## src/verilog/flash_burst_pkg.sv

```systemverilog
// Shared constants and types for the flash burst read port.
package flash_burst_pkg;
  localparam int ADDR_W = 20;
  localparam int DATA_W = 16;
  localparam int CNT_W = 5;
  localparam int BASE_W = ADDR_W - CNT_W;
  localparam logic [CNT_W-1:0] CNT_START = 5'h00;
  localparam logic [CNT_W-1:0] CNT_LAST = 5'h1f;
  localparam logic [CNT_W-1:0] CNT_ONE = 5'h01;
  localparam int FIFO_DEPTH = 8;

  // Timing figures in their own units, then cycle counts at 40 MHz.
  localparam int CLK_PERIOD_PS = 25000;
  localparam int ACC_NS = 70;
  localparam int SLEEP_MARGIN_NS = 30;
  localparam int RH_NS = 0;
  localparam int READY_NS = 20000;
  localparam int SLEEP_CYC_RAW = ((ACC_NS + SLEEP_MARGIN_NS) * 1000 + CLK_PERIOD_PS - 1)
                                 / CLK_PERIOD_PS;
  localparam int SLEEP_CYC = (SLEEP_CYC_RAW < 1) ? 1 : SLEEP_CYC_RAW;
  localparam int RH_CYC_RAW = (RH_NS * 1000 + CLK_PERIOD_PS - 1) / CLK_PERIOD_PS;
  localparam int RH_CYC = (RH_CYC_RAW < 1) ? 1 : RH_CYC_RAW;
  localparam int READY_CYC_RAW = (READY_NS * 1000) / CLK_PERIOD_PS;
  localparam int READY_CYC = (READY_CYC_RAW < 1) ? 1 : READY_CYC_RAW;
  localparam int TMR_W = 12;

  // Write cycles that make up one word program.
  localparam logic [2:0] PROG_WR_NORMAL = 3'h4;
  localparam logic [2:0] PROG_WR_BYPASS = 3'h2;
  localparam logic [2:0] PROG_WR_ZERO = 3'h0;

  // Control pins as one group; the idle value is the deselected bus.
  typedef struct packed {
    logic ce_n;
    logic oe_n;
    logic we_n;
    logic lba_n;
    logic baa_n;
    logic bclk;
    logic rst_n;
  } pins_s;
  localparam int PIN_W = 7;
  localparam pins_s PINS_IDLE = 7'h7d;
  localparam int SYNC_W = PIN_W + ADDR_W + DATA_W;
  localparam logic [SYNC_W-1:0] SYNC_IDLE = {PINS_IDLE, 36'h0_0000_0000};

  // One burst word with its position in the burst.
  typedef struct packed {
    logic [CNT_W-1:0] idx;
    logic [DATA_W-1:0] data;
  } bword_s;
  localparam int BWORD_W = CNT_W + DATA_W;

  // One captured bus write cycle.
  typedef struct packed {
    logic [ADDR_W-1:0] addr;
    logic [DATA_W-1:0] data;
  } wcycle_s;

  typedef enum logic [1:0] {
    MODE_ASYNC = 2'b01,
    MODE_BURST = 2'b10
  } mode_e;

  typedef enum logic [2:0] {
    RST_RUN = 3'b001,
    RST_HOLD = 3'b010,
    RST_RECOVER = 3'b100
  } rst_state_e;
endpackage

```

## src/verilog/burst_fifo.sv

```systemverilog
// Word FIFO between array prefetch and the burst output stage.
`timescale 1ns/100ps
module burst_fifo
  import flash_burst_pkg::*;
#(
  parameter int WIDTH = BWORD_W,
  parameter int DEPTH = FIFO_DEPTH
)
(
  // Clock and reset
  input wire logic ref_clk_in,
  input wire logic rst_in,
  input wire logic flush_in,
  // Filling side
  input wire logic in_valid_in,
  output logic in_ready_out,
  input wire logic [WIDTH-1:0] in_data_in,
  // Draining side
  output logic out_valid_out,
  input wire logic out_ready_in,
  output logic [WIDTH-1:0] out_data_out
);
  localparam int PTR_W = $clog2(DEPTH);

  logic [WIDTH-1:0] mem_r [DEPTH];
  logic [PTR_W:0] wr_ptr_r;
  logic [PTR_W:0] rd_ptr_r;
  logic full;
  logic empty;
  logic push;
  logic pop;

  assign full = (wr_ptr_r[PTR_W] != rd_ptr_r[PTR_W]) &&
                (wr_ptr_r[PTR_W-1:0] == rd_ptr_r[PTR_W-1:0]);
  assign empty = (wr_ptr_r == rd_ptr_r);
  assign in_ready_out = !full && !flush_in;
  assign out_valid_out = !empty && !flush_in;
  assign push = in_valid_in && in_ready_out;
  assign pop = out_valid_out && out_ready_in;
  assign out_data_out = mem_r[rd_ptr_r[PTR_W-1:0]];

  always_ff @(posedge ref_clk_in)
  begin
    if (push)
    begin
      mem_r[wr_ptr_r[PTR_W-1:0]] <= in_data_in;
    end
  end

  // Flush drops every stored word at once so a new burst never sees stale data.
  always_ff @(posedge ref_clk_in)
  begin
    if (rst_in || flush_in)
    begin
      wr_ptr_r <= '0;
      rd_ptr_r <= '0;
    end
    else
    begin
      if (push)
      begin
        wr_ptr_r <= wr_ptr_r + 1'b1;
      end
      if (pop)
      begin
        rd_ptr_r <= rd_ptr_r + 1'b1;
      end
    end
  end
endmodule

```

## src/verilog/flash_burst_read_port.sv

```systemverilog
// Bus-side read, burst and reset control of the flash device.
`timescale 1ns/100ps
module flash_burst_read_port
  import flash_burst_pkg::*;
(
  // Clock and reset
  input wire logic ref_clk_in,
  input wire logic rst_in,
  // Flash bus control pins
  input wire logic chip_sel_n_in,
  input wire logic out_gate_n_in,
  input wire logic write_n_in,
  input wire logic hw_reset_n_in,
  input wire logic bus_clk_in,
  input wire logic load_start_addr_n_in,
  input wire logic advance_addr_n_in,
  // Flash bus address and data
  input wire logic [ADDR_W-1:0] addr_in,
  input wire logic [DATA_W-1:0] dq_in,
  output logic [DATA_W-1:0] dq_out,
  output logic dq_oe_out,
  // Flash bus status pins
  output logic last_word_flag_n_out,
  output logic op_done_flag_out,
  // Array read port
  output logic arr_rd_req_out,
  output logic [ADDR_W-1:0] arr_addr_out,
  input wire logic arr_rd_ack_in,
  input wire logic [DATA_W-1:0] arr_data_in,
  // Command decoder side
  output logic wr_cycle_valid_out,
  output wcycle_s wr_cycle_out,
  input wire logic cmd_burst_en_in,
  input wire logic cmd_burst_dis_in,
  input wire logic cmd_soft_reset_in,
  input wire logic cmd_bypass_enter_in,
  input wire logic cmd_bypass_exit_in,
  input wire logic cmd_seq_clear_in,
  output logic prog_seq_done_out,
  // Embedded algorithm side
  input wire logic algo_busy_in,
  output logic algo_abort_out,
  // Status
  output logic burst_mode_out,
  output logic bypass_mode_out,
  output logic sleep_out,
  output logic standby_out
);
  // Pin synchroniser: three stages, a change counts once stages two and three agree.
  logic [SYNC_W-1:0] raw;
  logic [SYNC_W-1:0] sync1_r;
  logic [SYNC_W-1:0] sync2_r;
  logic [SYNC_W-1:0] sync3_r;
  logic [SYNC_W-1:0] filt_r;
  pins_s pin;
  pins_s pin_prev_r;
  logic [ADDR_W-1:0] bus_addr;
  logic [DATA_W-1:0] bus_data;

  assign raw = {chip_sel_n_in, out_gate_n_in, write_n_in, load_start_addr_n_in,
                advance_addr_n_in, bus_clk_in, hw_reset_n_in, addr_in, dq_in};

  always_ff @(posedge ref_clk_in)
  begin
    if (rst_in)
    begin
      sync1_r <= SYNC_IDLE;
      sync2_r <= SYNC_IDLE;
      sync3_r <= SYNC_IDLE;
    end
    else
    begin
      sync1_r <= raw;
      sync2_r <= sync1_r;
      sync3_r <= sync2_r;
    end
  end

  genvar gi;
  generate
    for (gi = 0; gi < SYNC_W; gi++)
    begin : g_filt
      always_ff @(posedge ref_clk_in)
      begin
        if (rst_in)
        begin
          filt_r[gi] <= SYNC_IDLE[gi];
        end
        else if (sync2_r[gi] == sync3_r[gi])
        begin
          filt_r[gi] <= sync3_r[gi];
        end
      end
    end
  endgenerate

  assign pin = filt_r[SYNC_W-1 -: PIN_W];
  assign bus_addr = filt_r[DATA_W +: ADDR_W];
  assign bus_data = filt_r[DATA_W-1:0];

  always_ff @(posedge ref_clk_in)
  begin
    if (rst_in)
    begin
      pin_prev_r <= PINS_IDLE;
    end
    else
    begin
      pin_prev_r <= pin;
    end
  end

  // Edge events seen on the filtered pins.
  logic bclk_rise;
  logic ce_rise;
  logic we_rise;
  assign bclk_rise = pin.bclk && !pin_prev_r.bclk;
  assign ce_rise = pin.ce_n && !pin_prev_r.ce_n;
  assign we_rise = pin.we_n && !pin_prev_r.we_n;

  // Hardware reset pin handling and recovery.
  rst_state_e rst_state_r;
  logic [TMR_W-1:0] rh_cnt_r;
  logic [TMR_W-1:0] ready_cnt_r;
  logic active;
  logic rst_enter;
  assign active = (rst_state_r == RST_RUN);
  assign rst_enter = !pin.rst_n && (rst_state_r != RST_HOLD);

  always_ff @(posedge ref_clk_in)
  begin
    if (rst_in)
    begin
      rst_state_r <= RST_RUN;
      rh_cnt_r <= '0;
    end
    else
    begin
      case (rst_state_r)
        RST_RUN:
        begin
          if (!pin.rst_n)
          begin
            rst_state_r <= RST_HOLD;
          end
        end
        RST_HOLD:
        begin
          if (pin.rst_n)
          begin
            rst_state_r <= RST_RECOVER;
            rh_cnt_r <= TMR_W'(RH_CYC);
          end
        end
        RST_RECOVER:
        begin
          if (!pin.rst_n)
          begin
            rst_state_r <= RST_HOLD;
          end
          else if (rh_cnt_r > TMR_W'(1))
          begin
            rh_cnt_r <= rh_cnt_r - 1'b1;
          end
          else
          begin
            rst_state_r <= RST_RUN;
          end
        end
        default:
        begin
          rst_state_r <= RST_RUN;
        end
      endcase
    end
  end

  // A reset that lands on a running algorithm keeps the flag busy for the internal reset time.
  always_ff @(posedge ref_clk_in)
  begin
    if (rst_in)
    begin
      ready_cnt_r <= '0;
      op_done_flag_out <= 1'b1;
      algo_abort_out <= 1'b0;
    end
    else
    begin
      algo_abort_out <= rst_enter;
      if (rst_enter && algo_busy_in)
      begin
        ready_cnt_r <= TMR_W'(READY_CYC);
      end
      else if (ready_cnt_r != '0)
      begin
        ready_cnt_r <= ready_cnt_r - 1'b1;
      end
      op_done_flag_out <= !algo_busy_in && (ready_cnt_r == '0) && !rst_enter;
    end
  end

  // Mode flags; the software reset command deliberately has no path into them.
  mode_e mode_r;
  logic bypass_r;
  always_ff @(posedge ref_clk_in)
  begin
    if (rst_in || !active)
    begin
      mode_r <= MODE_ASYNC;
      bypass_r <= 1'b0;
    end
    else
    begin
      if (cmd_burst_dis_in)
      begin
        mode_r <= MODE_ASYNC;
      end
      else if (cmd_burst_en_in)
      begin
        mode_r <= MODE_BURST;
      end
      if (cmd_bypass_exit_in)
      begin
        bypass_r <= 1'b0;
      end
      else if (cmd_bypass_enter_in)
      begin
        bypass_r <= 1'b1;
      end
    end
  end
  assign burst_mode_out = (mode_r == MODE_BURST);
  assign bypass_mode_out = bypass_r;

  // Burst engine: load, prefetch into the FIFO, output stage.
  logic burst_en;
  logic load_take;
  logic burst_live_r;
  logic [BASE_W-1:0] base_r;
  logic [CNT_W-1:0] start_lo_r;
  logic [CNT_W-1:0] fetch_k_r;
  logic [CNT_W-1:0] out_cnt_r;
  bword_s word_r;
  logic word_valid_r;
  logic adv_owed_r;
  logic flush;
  logic fetch_req;
  logic fifo_in_ready;
  logic fifo_out_valid;
  logic fifo_pop;
  bword_s fifo_out;
  bword_s fifo_in;
  logic adv_edge;

  assign burst_en = active && burst_mode_out && !pin.ce_n;
  assign load_take = burst_en && bclk_rise && !pin.lba_n;
  assign adv_edge = burst_en && bclk_rise && pin.lba_n && !pin.baa_n;
  assign flush = load_take || ce_rise || !active || !burst_mode_out;
  assign fetch_req = burst_live_r && fifo_in_ready;
  assign fifo_in.idx = fetch_k_r;
  assign fifo_in.data = arr_data_in;
  assign fifo_pop = fifo_out_valid && burst_live_r && (!word_valid_r || adv_edge || adv_owed_r);

  burst_fifo #(
    .WIDTH(BWORD_W),
    .DEPTH(FIFO_DEPTH)
  ) u_fifo (
    .ref_clk_in(ref_clk_in),
    .rst_in(rst_in),
    .flush_in(flush),
    .in_valid_in(fetch_req && arr_rd_ack_in),
    .in_ready_out(fifo_in_ready),
    .in_data_in(fifo_in),
    .out_valid_out(fifo_out_valid),
    .out_ready_in(fifo_pop),
    .out_data_out(fifo_out)
  );

  // Prefetch keeps walking modulo 32, so the array is read over again on each wrap.
  always_ff @(posedge ref_clk_in)
  begin
    if (rst_in)
    begin
      burst_live_r <= 1'b0;
      base_r <= '0;
      start_lo_r <= CNT_START;
      fetch_k_r <= CNT_START;
    end
    else if (load_take)
    begin
      burst_live_r <= 1'b1;
      base_r <= bus_addr[ADDR_W-1:CNT_W];
      start_lo_r <= bus_addr[CNT_W-1:0];
      fetch_k_r <= CNT_START;
    end
    else if (flush)
    begin
      burst_live_r <= 1'b0;
    end
    else if (fetch_req && arr_rd_ack_in)
    begin
      fetch_k_r <= fetch_k_r + CNT_ONE;
    end
  end

  // An advance that finds the FIFO empty is owed and served when the word arrives.
  always_ff @(posedge ref_clk_in)
  begin
    if (rst_in || flush)
    begin
      word_valid_r <= 1'b0;
      word_r <= '0;
      out_cnt_r <= CNT_START;
      adv_owed_r <= 1'b0;
    end
    else
    begin
      if (fifo_pop)
      begin
        word_r <= fifo_out;
        word_valid_r <= 1'b1;
      end
      if (word_valid_r && (adv_edge || adv_owed_r) && fifo_pop)
      begin
        out_cnt_r <= out_cnt_r + CNT_ONE;
        adv_owed_r <= 1'b0;
      end
      else if (word_valid_r && adv_edge)
      begin
        adv_owed_r <= 1'b1;
      end
    end
  end
  assign last_word_flag_n_out = !(word_valid_r && burst_live_r && (out_cnt_r == CNT_LAST));

  // Asynchronous array reads and automatic sleep.
  logic [ADDR_W-1:0] async_addr_r;
  logic [DATA_W-1:0] async_data_r;
  logic async_valid_r;
  logic async_req_r;
  logic [TMR_W-1:0] stable_cnt_r;
  logic addr_moved;
  logic [ADDR_W-1:0] sleep_addr_r;
  logic addr_step;
  assign addr_moved = (bus_addr != async_addr_r);
  // Sleep watches the pins themselves, since burst mode parks the read address register.
  assign addr_step = (bus_addr != sleep_addr_r);

  always_ff @(posedge ref_clk_in)
  begin
    if (rst_in || !active || burst_mode_out)
    begin
      async_addr_r <= '0;
      async_valid_r <= 1'b0;
      async_req_r <= 1'b0;
    end
    else if (!pin.ce_n && (addr_moved || (!async_valid_r && !async_req_r)))
    begin
      async_addr_r <= bus_addr;
      async_valid_r <= 1'b0;
      async_req_r <= 1'b1;
    end
    else if (async_req_r && arr_rd_ack_in)
    begin
      async_req_r <= 1'b0;
      async_valid_r <= 1'b1;
    end
  end

  always_ff @(posedge ref_clk_in)
  begin
    if (rst_in)
    begin
      async_data_r <= '0;
    end
    else if (async_req_r && arr_rd_ack_in && !burst_mode_out)
    begin
      async_data_r <= arr_data_in;
    end
  end

  // Sleep only gates power; the latched word keeps feeding the outputs.
  always_ff @(posedge ref_clk_in)
  begin
    if (rst_in)
    begin
      sleep_addr_r <= '0;
    end
    else
    begin
      sleep_addr_r <= bus_addr;
    end
  end

  always_ff @(posedge ref_clk_in)
  begin
    if (rst_in || !active || addr_step)
    begin
      stable_cnt_r <= '0;
      sleep_out <= 1'b0;
    end
    else if (stable_cnt_r < TMR_W'(SLEEP_CYC))
    begin
      stable_cnt_r <= stable_cnt_r + 1'b1;
    end
    else
    begin
      sleep_out <= 1'b1;
    end
  end

  assign arr_rd_req_out = burst_mode_out ? fetch_req : async_req_r;
  assign arr_addr_out = burst_mode_out ? {base_r, CNT_W'(start_lo_r + fetch_k_r)}
                                       : async_addr_r;

  // Data pin drive.
  always_ff @(posedge ref_clk_in)
  begin
    if (rst_in)
    begin
      dq_out <= '0;
      dq_oe_out <= 1'b0;
      standby_out <= 1'b0;
    end
    else
    begin
      standby_out <= pin.ce_n && pin.rst_n;
      if (!active || pin.ce_n)
      begin
        dq_oe_out <= 1'b0;
      end
      else if (burst_mode_out)
      begin
        dq_oe_out <= !pin.oe_n && word_valid_r && burst_live_r;
        dq_out <= word_r.data;
      end
      else
      begin
        dq_oe_out <= !pin.oe_n && pin.we_n && async_valid_r;
        dq_out <= async_data_r;
      end
    end
  end

  // Command write capture and program cycle counting.
  logic [2:0] prog_cnt_r;
  logic [2:0] prog_need;
  logic wr_take;
  assign prog_need = bypass_r ? PROG_WR_BYPASS : PROG_WR_NORMAL;
  assign wr_take = active && we_rise && !pin.ce_n && pin.oe_n;

  always_ff @(posedge ref_clk_in)
  begin
    if (rst_in || !active)
    begin
      wr_cycle_valid_out <= 1'b0;
      wr_cycle_out <= '0;
      prog_cnt_r <= PROG_WR_ZERO;
      prog_seq_done_out <= 1'b0;
    end
    else
    begin
      wr_cycle_valid_out <= wr_take;
      prog_seq_done_out <= 1'b0;
      if (wr_take)
      begin
        wr_cycle_out.addr <= bus_addr;
        wr_cycle_out.data <= bus_data;
      end
      if (cmd_seq_clear_in || cmd_soft_reset_in)
      begin
        prog_cnt_r <= PROG_WR_ZERO;
      end
      else if (wr_take && (prog_cnt_r + 3'h1 == prog_need))
      begin
        prog_cnt_r <= PROG_WR_ZERO;
        prog_seq_done_out <= 1'b1;
      end
      else if (wr_take)
      begin
        prog_cnt_r <= prog_cnt_r + 3'h1;
      end
    end
  end
endmodule

```

## config.mk

```make
export PLATFORM = sky130hd
export DESIGN_NAME = flash_burst_read_port
export DESIGN_NICKNAME = d
export VERILOG_FILES = /design/src/verilog/flash_burst_pkg.sv /design/src/verilog/burst_fifo.sv /design/src/verilog/flash_burst_read_port.sv
export SDC_FILE = /design/constraint.sdc
export NUM_CORES = 1
export LEC_CHECK = 0
export BUFFER_PORTS_ARGS = -buffer_cell sky130_fd_sc_hd__buf_2
export CORE_AREA = 2 2 177 179
export CTS_CLUSTER_DIAMETER = 80
export DETAILED_ROUTE_END_ITERATION = 12
export DIE_AREA = 0 0 179 181
export GPL_TIMING_DRIVEN = 0
export PLACE_DENSITY_LB_ADDON = 0.3
export SLEW_MARGIN = 20
export SYNTH_ARGS = -nofsm -noshare
export SYNTH_HDL_FRONTEND = slang
export SYNTH_SLANG_ARGS = --single-unit
```

## constraint.sdc

```tcl
create_clock -name ref_clk_in -period 9.75 [get_ports ref_clk_in]
set_clock_uncertainty 0.2 [all_clocks]
set_input_delay 0.975 -clock ref_clk_in [delete_from_list [all_inputs] [get_ports ref_clk_in]]
set_output_delay 0.975 -clock ref_clk_in [all_outputs]
set_load 0.02 [all_outputs]
```

# After elaboration in Yosys (flattened, before gate mapping)

Memories as Yosys holds them, arrays and structs flattened. A register that Yosys moved wholly into a read port is not among the register bits.
Index checks and enable logic that the tools add are counted.
W data, S select, Z words.

Add/subtract/negate cells: 9
Multipliers: 0
Divide/modulo/power cells: 0
Magnitude comparators: 2
Equality and inequality tests: 60
Shift operators: 0
Multiplexer cells: 23
Bitwise operators: 1
Reductions and logical operators: 90

Operators by type and width:

| operator                | number |
|---|---|
| $eq A1 B1 Y1            | 43 |
| $logic_and A1 B1 Y1     | 40 |
| $ne A20 B20 Y1          | 2 |
| $mux W12                | 3 |
| $pmux W12 S2            | 1 |
| $sub A12 B1 Y12 const B | 2 |
| $mux W10                | 2 |
| $mux W20                | 1 |
| $logic_not A1 Y1        | 19 |
| $mux W16                | 1 |
| $reduce_or A2 Y1        | 8 |
| $mux W3                 | 5 |
| $logic_or A1 B1 Y1      | 13 |
| $add A12 B1 Y12 const B | 1 |
| $gt A12 B1 Y1 const B   | 1 |
| $logic_not A12 Y1       | 1 |
| $lt A12 B3 Y1 const B   | 1 |
| $reduce_bool A12 Y1     | 1 |
| $add A5 B1 Y5 const B   | 2 |
| $mux W1                 | 9 |
| $pmux W3 S3             | 1 |
| $add A4 B1 Y4 const B   | 2 |
| $ne A2 B2 Y1 const B    | 4 |
| $reduce_bool A2 Y1      | 4 |
| 17 further kinds        | 18 |

Register bits after elaboration: 378
Latch bits: 0
Memory bits (writable): 168
Bits in read-only memories: 0
Input port bits: 69
Output and inout port bits: 83
Logic and storage cells: 267
Memories: 1

Memory list:

| memory       | depth | bits a word | rd ports | clocked after memory_dff | wr ports | RTL line         | RTL |
|---|---|---|---|---|---|---|---|
| u_fifo.mem_r | 8     | 21          | 1        | 1                        | 1        | burst_fifo.sv:25 | `logic [WIDTH-1:0] mem_r [DEPTH];` |

# Depth between registers and ports, before layout

Gate-level depths: netlist of run 1.

Depth in word-level cells: 15
Mapped depth: 8
Mapped depth without buffers: 8

# Hierarchy

A second synthesis of run 1 with hierarchy kept.

Cells, all modules: 1793
Area, all modules: 20658.6 um2

Modules (own cells, without submodules):

| module                | instances | cells an instance | area each (um2) | seq. area each (um2) |
|---|---|---|---|---|
| flash_burst_read_port | 1         | 1476              | 13715.7         | 7727.4 |
| burst_fifo            | 1         | 317               | 6942.9          | 5265.0 |

# Worst setup path after synthesis of run 1

OpenSTA, ideal clock, no wires.

Kind: reg2reg
Start point: reg mode_r[0]
End point: mem u_fifo.mem_r[1][0] in the netlist's numbering (enable)
Setup time: 430 ps
Data arrival time: 2748 ps
Required time: 9120 ps
Slack: 6372 ps
Cell stages (with the launch flop): 7
Buffers on the path: 1
Clock period less this slack: 3378 ps
Cell sequence: dfxtp_1 -> nand2b_1 -> clkinv_1 -> buf_2 -> and4_1 -> nand4_1 -> nor4_1

Longest elaborated chain between the ends: 15
Elaborated cells on any way between the ends: 16
Those cells by class: eq/ne: 1; mux: 2; reduce/logical: 13

RTL lines:

| item                             | RTL line                     | RTL |
|---|---|---|
| from (decl)                      | flash_burst_read_port.sv:203 | `mode_e mode_r;` |
| from (signal assigned)           | flash_burst_read_port.sv:209 | `mode_r <= MODE_ASYNC;` |
| from (signal assigned)           | flash_burst_read_port.sv:216 | `mode_r <= MODE_ASYNC;` |
| from (signal assigned)           | flash_burst_read_port.sv:220 | `mode_r <= MODE_BURST;` |
| $eq A2 B2 Y1 *                   | flash_burst_read_port.sv:232 | `assign burst_mode_out = (mode_r == MODE_BURST);` |
| $logic_and A1 B1 Y1 (2 in a row) | flash_burst_read_port.sv:255 | `assign burst_en = active && burst_mode_out && !pin.ce_n;` |
| $logic_and A1 B1 Y1 (2 in a row) | flash_burst_read_port.sv:256 | `assign load_take = burst_en && bclk_rise && !pin.lba_n;` |
| $logic_or A1 B1 Y1 (2 in a row)  | flash_burst_read_port.sv:258 | `assign flush = load_take \|\| ce_rise \|\| !active \|\| !burst_mode_out;` |
| $logic_or A1 B1 Y1 *             | flash_burst_read_port.sv:258 |  |
| $logic_not A1 Y1 *               | burst_fifo.sv:36             | `assign in_ready_out = !full && !flush_in;` |
| $logic_and A1 B1 Y1 *            | burst_fifo.sv:36             |  |
| $logic_and A1 B1 Y1              | flash_burst_read_port.sv:259 | `assign fetch_req = burst_live_r && fifo_in_ready;` |
| $logic_and A1 B1 Y1              | flash_burst_read_port.sv:271 | `.in_valid_in(fetch_req && arr_rd_ack_in),` |
| $logic_and A1 B1 Y1 *            | burst_fifo.sv:38             | `assign push = in_valid_in && in_ready_out;` |
| $mux W1 *                        | burst_fifo.sv:44             | `if (push)` |
| $mux W1 (implied by the code) *  | burst_fifo.sv:46             | `mem_r[wr_ptr_r[PTR_W-1:0]] <= in_data_in;` |
| to (decl)                        | burst_fifo.sv:25             |  |

Every way passes the cells marked *; elsewhere a longest branch is shown, timed or not.

# Worst setup path after layout of run 1

Start point: reg mode_r[0]
End point: out arr_addr_out[4]

Longest elaborated chain between the ends: 2

RTL lines:

| item         | RTL line                     | RTL |
|---|---|---|
| $eq A2 B2 Y1 | flash_burst_read_port.sv:232 |  |
| $mux W20     | flash_burst_read_port.sv:413 | `assign arr_addr_out = burst_mode_out ? {base_r, CNT_W'(start_lo_r + fetch_k_r)}` |
| to (decl)    | flash_burst_read_port.sv:27  | `output logic [ADDR_W-1:0] arr_addr_out,` |

Every way passes these cells.

==> run summary, run 1 <==
Number of buffers and inverters on the critical path: 3. The first routing iteration left 1273 violations. After detailed routing, the total wire length is 44.7 mm.

The run gives 5 as the number of detailed-routing iterations run before antenna repair. Dividing the detail-routed via count by the number of cells gives 5.66. The cell family contributing the most delay on the critical path is buffers and inverters. Worst hold slack after final layout: 0.212 ns.

The tools report the maximum VDD drop as 0.190 mV. Across the run, the number of max-cap violations was 0. The post-route minimum period came out at 3.70 ns. The root cell of the clock tree was sky130_fd_sc_hd__clkbuf_16. The hold buffer count at cts came out at 0. The headroom to the max-slew limit is 35.1%. In this run the deepest clock path goes through 3 buffers. The count of buffers added on input and output ports is 150. Setup slack on the critical path of the routed design comes to 6.05 ns.

Highest clock frequency the design can meet: 0.271 GHz. The initial antenna violation count was 2; the mean instance size in the synthesized netlist was 10.8 µm². Data on the critical path is required at its endpoint by 8.58 ns. The leakage power came out at 0.00830 µW. The logs give 0 for the setup violation total in the final timing report and 55 for the number of distinct library cell variants in the gate-level netlist after synthesis. Setup repair after global routing left no endpoint under its margin. Along the worst path, the maximum fanout reaches 10. The total standard cell area after synthesis was 19200 µm². The run gives 32400 µm² as the die area.

The share of synthesized flip-flops with an asynchronous set or reset works out to 0%. The initial utilization of the core area, before any placement, comes to 63.2%. The actual slew at the worst max-slew pin is 0.966 ns. The number of pins with negative max-slew slack in the final report is 0, and the post-CTS clock slew at the launch and capture registers of the worst setup and hold paths is 0.06 ns. The tools report the number of clock sinks as 522. The run finished with clean final reports. For the final routed database, the setup TNS stands at 0 ns. 152 I/O pins were placed.

Type of the most critical hold path: reg -> reg. The number of global-route vias before repair was 13400. The post-cts resize count is 0. The routed layout has 13800 vias. Synthesis produced a netlist whose cell count is 1781. After global routing the overflow that remains totals 0.

Measured along the y axis, the die boundary spans 181 µm. Dividing the final minimum period by the clock period gives 37.9%. For this design the ratio of total power to cell area is 200 nW/µm². The run gives 0 as the total DRC errors in the routed layout.

Leaving out fill and tap cells, the most frequent cell in the layout is sky130_fd_sc_hd__dfxtp_1. The core region is 30300 µm². The signal on the critical path passes through nand2b_1 -> clkbuf_1 -> clkbuf_1 -> o21ai_0 -> buf_2. Summed over all nets, the half-perimeter wirelength after detailed placement is 30.7 mm. After routing the design area is 22200 µm². The logs give 0 for the number of nets with antenna violations after detailed routing and 20600 µm² for the post-placement cell area. TritonCTS built the clock tree. The number of synthesized register bits is 522. The maximum single-stage delay on the critical path was 0.53 ns; the H-tree depth reported by CTS was 2. The first global-routing pass estimated 69.1 mm of wire. In this design, the critical path's most frequently occurring cell is sky130_fd_sc_hd__clkbuf_1. The net count after synthesis is 1865, and the final count of hold timing violations is 0. Global routing consumed, over all layers together, 27.5% of the routing resources. For the worst-skew pair, the clock arrives at the later sink with an insertion delay of 0.56 ns. For the number of rows in the core area, the log shows 64. The warning count from the yosys run was 0.

For the setup slack at placement, the log shows 6.36 ns. Buffers added to address setup during post-CTS repair amount to 0. In the synthesized netlist the dominant register cell turns out to be sky130_fd_sc_hd__dfxtp_1. The fraction of layout instances using a drive strength above 1 was 17.1%.

The synthesized design contains 128 enable-type register cells. The worst setup path is captured at a primary output. The logs give 50 for the number of CTS-inserted buffers and 2.52 ns for the arrival time reported for the critical path endpoint. The chip width is 179 µm.

The worst setup path is of the reg -> out kind. Sequential elements use 61.1% of the synthesized area. The top cell types in the final layout, fill and taps aside, are 394 x sky130_fd_sc_hd__dfxtp_1, 328 x sky130_fd_sc_hd__nand2_1, 175 x sky130_fd_sc_hd__buf_2.

Entering global routing, the biggest net connects 15 pins. STA classifies the critical path startpoint as a flop. Placer's final routability congestion estimate: 0.891.

The net count of the finished layout is 2079. The critical-path cell with the highest stage delay is sky130_fd_sc_hd__clkbuf_1. Dividing the detail-routed wire length by the instance count gives 18.4 µm.

From synthesis to final layout, the design area changed by 15.8%.
==> state kept, by name, summed over array words and instances, names as in the netlist, 15 cells and up <==
signal / flops
sync3_r: 43
dq_out: 16
wr_cycle_out: 36
bus_data: 16
async_addr_r: 20
u_fifo.mem_r: 128
word_r: 16
bus_addr: 20
sync1_r: 43
base_r: 15
sleep_addr_r: 20
sync2_r: 43
async_data_r: 16
==> area by class of cell <==
class,count,area [µm²]
clock buffer,71,1410
inverter,19,71.3
sequential,522,11700
timing repair buffer,162,861
multi-input combinational,1125,6900
clock inverter,21,236
antenna,1,2.50
fill,2125,8120
buffer,115,519
tap,396,495
==> power breakdown <==
part           total, µW  leakage [µW]  internal, µW  switching [µW]
sequential          2290       0.00435          2260            26.4
clock               1930      0.000816          1140             791
combinational        226       0.00313          93.4             133
total               4440       0.00830          3490             950
==> logic make-up after synthesis <==
logic type,synth area share (%)
muxes,5.95
buffers and inverters,3.08
adders and majority gates,1.02
AOI/OAI and AO/OA,8.07
DFF,61.1
xor gates and xnor gates,3.15
and+or+nand+nor,17.6
==> worst reg2reg max path, delay by kind of cell, from the launching register on <==
family | cells | cell delay [ns]
flops | 1 | 0.37
buf+inv | 2 | 0.77
simple gates | 4 | 1.59
==> cells in the mapped netlist (5+ instances only) <==
cell type | count | share of area [%]
sky130_fd_sc_hd__nand2b_1 | 5 | 0.16
sky130_fd_sc_hd__dfxtp_1 | 394 | 41
sky130_fd_sc_hd__o31ai_1 | 5 | 0.20
sky130_fd_sc_hd__buf_2 | 21 | 0.55
sky130_fd_sc_hd__xnor2_1 | 43 | 2.0
sky130_fd_sc_hd__buf_1 | 5 | 0.098
sky130_fd_sc_hd__ha_1 | 14 | 0.91
sky130_fd_sc_hd__nor2b_1 | 136 | 4.4
sky130_fd_sc_hd__o21ai_0 | 62 | 1.6
sky130_fd_sc_hd__a21oi_1 | 162 | 4.2
sky130_fd_sc_hd__and2_1 | 10 | 0.33
sky130_fd_sc_hd__edfxtp_1 | 128 | 20
sky130_fd_sc_hd__nor4_1 | 21 | 0.68
sky130_fd_sc_hd__nor2_1 | 71 | 1.4
sky130_fd_sc_hd__nor3_1 | 16 | 0.42
sky130_fd_sc_hd__or3_1 | 18 | 0.59
sky130_fd_sc_hd__or2_2 | 24 | 0.78
sky130_fd_sc_hd__mux2i_1 | 42 | 2.2
sky130_fd_sc_hd__a311oi_1 | 16 | 0.73
sky130_fd_sc_hd__a211oi_1 | 20 | 0.78
sky130_fd_sc_hd__or4_1 | 5 | 0.20
sky130_fd_sc_hd__nand2_1 | 328 | 6.4
sky130_fd_sc_hd__mux4_2 | 32 | 3.8
sky130_fd_sc_hd__clkbuf_1 | 74 | 1.4
sky130_fd_sc_hd__nand4_1 | 13 | 0.42
sky130_fd_sc_hd__xor2_1 | 26 | 1.2
sky130_fd_sc_hd__buf_4 | 12 | 0.47
sky130_fd_sc_hd__nand3_1 | 12 | 0.31
sky130_fd_sc_hd__inv_1 | 18 | 0.35
==> worst paths after layout <==
check / startpoint / end / slack (ns) / cells past startpoint
worst min register to register: sync1_r[42]$_SDFF_PP1_ / sync2_r[42]$_SDFF_PP1_ / 0.21 / 1
worst max-delay path: mode_r[0]$_SDFFE_PP1P_ / arr_addr_out[4] / 6.05 / 5
worst min-delay path: sync1_r[42]$_SDFF_PP1_ / sync2_r[42]$_SDFF_PP1_ / 0.21 / 1
worst max register to register: mode_r[0]$_SDFFE_PP1P_ / u_fifo.mem_r[1][2]$_DFFE_PP_ / 6.52 / 6
==> through the flow <==
stage | utilization [%] | cells | total power [µW]
floorplan | - | 1781 | 2490
global placement | 67.3 | 2327 | 2550
detailed placement | 67.8 | 2339 | 2560
CTS | 73.2 | 2431 | 4460
global route | 73.2 | 2432 | 4580
finish | 73.2 | 2432 | 4440
==> per-layer routing <==
metal | up-vias | global-route usage (%) | wire length, µm
met5 | - | 0 | 7
met4 | 2 | 11.1 | 1720
met3 | 127 | 4.92 | 3180
met2 | 565 | 45.4 | 21400
met1 | 6530 | 35.8 | 18400
li1 | 6542 | - | -
Power figures use the tool's default switching activity.
==> run 2: changes to the inputs <==
--- a/config.mk
+++ b/config.mk
@@ -6,10 +6,10 @@
 export NUM_CORES = 1
 export LEC_CHECK = 0
 export BUFFER_PORTS_ARGS = -buffer_cell sky130_fd_sc_hd__buf_2
-export CORE_AREA = 2 2 177 179
+export CORE_AREA = 2 2 192 194
 export CTS_CLUSTER_DIAMETER = 80
 export DETAILED_ROUTE_END_ITERATION = 12
-export DIE_AREA = 0 0 179 181
+export DIE_AREA = 0 0 194 196
 export GPL_TIMING_DRIVEN = 0
 export PLACE_DENSITY_LB_ADDON = 0.3
 export SLEW_MARGIN = 20
==> constraint.sdc (replaced) <==
create_clock -name ref_clk_in -period 3.4 [get_ports ref_clk_in]
set_clock_uncertainty 0.2 [all_clocks]
set_input_delay 0.34 -clock ref_clk_in [delete_from_list [all_inputs] [get_ports ref_clk_in]]
set_output_delay 0.34 -clock ref_clk_in [all_outputs]
set_load 0.02 [all_outputs]
==> run 2 against run 1 <==
Against the previous run: clock power grew to 2.9 times the previous value; sequential share of layout area is 1.8 points lower; die area increased by 17%; routed wire length is 3.4% higher; hold slack lost 0.12 ns; final cell count increased by 5.7%; sequential cell count is the same; critical path depth rose by 1; sequential power rose to 2.9 times the previous value; core utilization fell by 9.5 points; clock-buffer cell count down 5; setup slack got worse by 5.8 ns; largest cell class unchanged; largest power group unchanged.
==> run summary, run 2 (same netlist as run 1, synthesis figures left out) <==
The flow ran to the end, and the final reports show no timing, DRC or antenna violations. The total power density per cell area is 556 nW/µm² (+180%). The tools report the area occupied by multi-input gates as 6900 µm² (unchanged). The sequential fraction of design power was 51.3% (-0.2 points).

STA classifies the critical path startpoint as a flop. The number of detailed-routing iterations run before antenna repair was 5 (unchanged); the H-tree depth reported by CTS was 2 (unchanged). The post-cts resize count was 0 (unchanged).

In the finished design, the share of the clock period the worst path needs comes to 91.7%. The tools report the number of nets with antenna violations after detailed routing as 0 (unchanged). The worst setup path is captured at a flop. The number of buffers and inverters on the critical path came out at 2 (-1).

The run gives 0.0896 ns (-0.123 ns) as the worst hold slack after final layout. Among all stages on the critical path, the largest delay is contributed by sky130_fd_sc_hd__nor4_2. Die area: 38000 µm² (+17%). In this design, the largest share of critical-path delay is due to simple AND/OR/NAND/NOR gates. The largest net degree at the start of global routing was 15 (unchanged); the cell-internal power was 9970 µW (+190%). Fraction of layout instances using a drive strength above 1: 16.7% (-0.35 points). The logs give 0 (-2) for the initial antenna violation count and 0.321 GHz for the highest clock frequency the design can meet. Per-cell via count in the routed design: 5.35 (-5.5%). The category of the most critical setup path is reg -> reg.

The run gives 43.1% (-0.3 points) as the clock network fraction of total power. The run gives 0 (-1) as the number of antenna cells inserted. The number of CTS-inserted buffers is 52 (+4.0%), and the average routed wire per standard cell is 18.0 µm (-2.1%). TritonCTS built the clock tree. The part of the total power dissipated in combinational logic is 5.6% (+0.5 points), and the met1 layer usage reported by global route is 31.4% (-4.4 points). The number of pins with negative max-slew slack in the final report was 0 (unchanged); the number of clock sinks was 522 (unchanged).

Net count of the finished layout: 2152 (+3.5%). The arrival time reported for the critical path endpoint was 3.22 ns (+0.70 ns); the largest fanout of any net on the critical path was 10 (unchanged). The footprint of the flip-flops and latches came out at 11700 µm² (unchanged). The detailed placement HPWL is 31.9 mm (+3.8%). The tools report the max-cap check violation count as 0 (unchanged).

The total I/O pin count is 152 (unchanged). Chip width: 194 µm (+8.4%). Setup repair after global routing left no endpoint under its margin. Count of buffers inserted at the top-level ports: 150 (unchanged). Flip-flop count of the largest register after layout: 128 (unchanged). The root buffer cell chosen for the clock tree is sky130_fd_sc_hd__clkbuf_16. Leakage power: 0.00858 µW (+3.4%). The type of the most critical hold path is in -> reg. The net switching share of the total power is 22.1% (+0.76 points). The tools report the starting density of the core as 53.2% (-10 points).

The library cell used most frequently in the layout, excluding fill and tap cells, is sky130_fd_sc_hd__dfxtp_1. The growth of design area from synthesis to finish is 19.9%, and the required time of the critical path is 3.50 ns (-5.08 ns). The total number of vias was 13700 (-0.15%); the actual slew at the worst max-slew pin was 0.896 ns (-0.0700 ns). Traced cell by cell, the critical path runs through nand2b_1 -> clkbuf_1 -> or3_1 -> nand4_1 -> nor4_2 -> buf_2. Met3 capacity usage during global routing: 4.28% (-0.64 points). The number of design-rule violations left by the first detailed-router iteration is 891 (-30%). The power dissipated by switching net loads was 2830 µW (+200%); the final count of hold timing violations was 0 (unchanged). The logs give 36100 µm² (+19%) for the placeable core area and 72.2 mm (+4.5%) for the global-route wire length before repair. For the total of fill cells in the finished design, the log shows 2836 (+33%).

The post-layout utilization of the core is 63.8% (-9.5 points). The routed wire length was 46.2 mm (+3.4%). The hold buffer count at cts was 67 (+67).

Total DRC errors in the routed layout: 0 (unchanged). The run gives 0 (unchanged) as the total global routing overflow. Subtracting the final worst setup slack from the clock period gives 3.12 ns.

Global-route met2 utilization: 40.3% (-5.1 points). The maximum single-stage delay on the critical path was 0.73 ns (+0.20 ns); the headroom to the max-slew limit was 40.3% (+5.2 points). The library cells used most frequently in the layout, excluding fill and tap cells, are 394 x sky130_fd_sc_hd__dfxtp_1, 328 x sky130_fd_sc_hd__nand2_1, 175 x sky130_fd_sc_hd__buf_2. The tools report the maximum VDD drop as 0.440 mV (+130%). The layer flagged by global routing as most heavily used is met2. The setup violation total in the final timing report is 0 (unchanged). The insertion delay to the later sink of the worst-skew pair was 0.61 ns (+0.05 ns); the clock tree buffer depth was 3 (unchanged). The post-CTS clock slew at the launch and capture registers of the worst setup and hold paths is 0.06 ns (about the same), and the number of rows in the core area is 70 (+9.4%).

The placer's final routability congestion estimate was 0.883 (-0.92%). The total routing resource utilization after global routing came out at 24.2% (-3.2 points). The number of setup buffers added after CTS is 0 (unchanged). For the number of global-route vias before repair, the log shows 13600 (+1.6%). The y dimension of the die was 196 µm (+8.3%).
==> run 2: cell count changes in the layout (fill, tap and decap cells not counted), sizes merged <==
cell | previous run | this run
clkinvlp | 0 | 3
diode | 1 | 0
bufinv | 5 | 3
clkbuf | 146 | 141
dlygate4sd3 | 0 | 67
buf | 202 | 206
==> run 2: path summary, 6_finish.rpt <==
check / slack, ns / cells after the start / endpoint / from
min: 0.09 / 3 / u_fifo.mem_r[0][9]$_DFFE_PP_ / arr_rd_ack_in
max: 0.28 / 6 / u_fifo.mem_r[1][6]$_DFFE_PP_ / mode_r[0]$_SDFFE_PP1P_
min reg2reg: 0.21 / 1 / sync2_r[42]$_SDFF_PP1_ / sync1_r[42]$_SDFF_PP1_
max reg2reg: 0.28 / 6 / u_fifo.mem_r[1][6]$_DFFE_PP_ / mode_r[0]$_SDFFE_PP1P_
==> run 2: power groups by stage <==
stage                     Sequential [µW]  Clock (µW)  Combinational, µW
after floorplan                      6690           0                463
after global placement               6690           0                633
after detailed placement             6700           0                657
after CTS                            6560        5590                718
after global routing                 6580        5840                812
final                                6560        5510                723
==> run 2: layout make-up <==
class                      count  share of cell area [%]
buffer                       115                    2.26
clock buffer                  66                    6.15
clock inverter                22                   0.968
inverter                      19                   0.310
multi-input combinational   1125                    30.0
sequential                   522                    51.0
tap                          468                    2.54
timing repair buffer         233                    6.82
==> run 2: layer usage <==
layer,share of wire (%),vias to the layer above
li1,-,6672
met1,43,6563
met2,47,393
met3,5.7,117
met4,3.8,0
met5,0,-
==> run 2: through the flow <==
stage	setup TNS, ns	worst slack [ns]	cells	power, µW	area (µm²)
global placement	-94.86	-1.93	2399	7320	20500
finish	0	0.282	2570	12800	23000
global route	0	0.143	2570	13200	23000
detailed placement	0	0.376	2415	7350	20700
floorplan	0	0.0221	1781	7150	19200
CTS	0	0.299	2570	12900	23000
==> run 2: worst reg2reg max path, delay by kind of cell (launching register included) <==
family | cells | cell delay, ns
buffers and inverters | 2 | 0.77
DFF | 1 | 0.35
and+or+nand+nor | 4 | 1.52
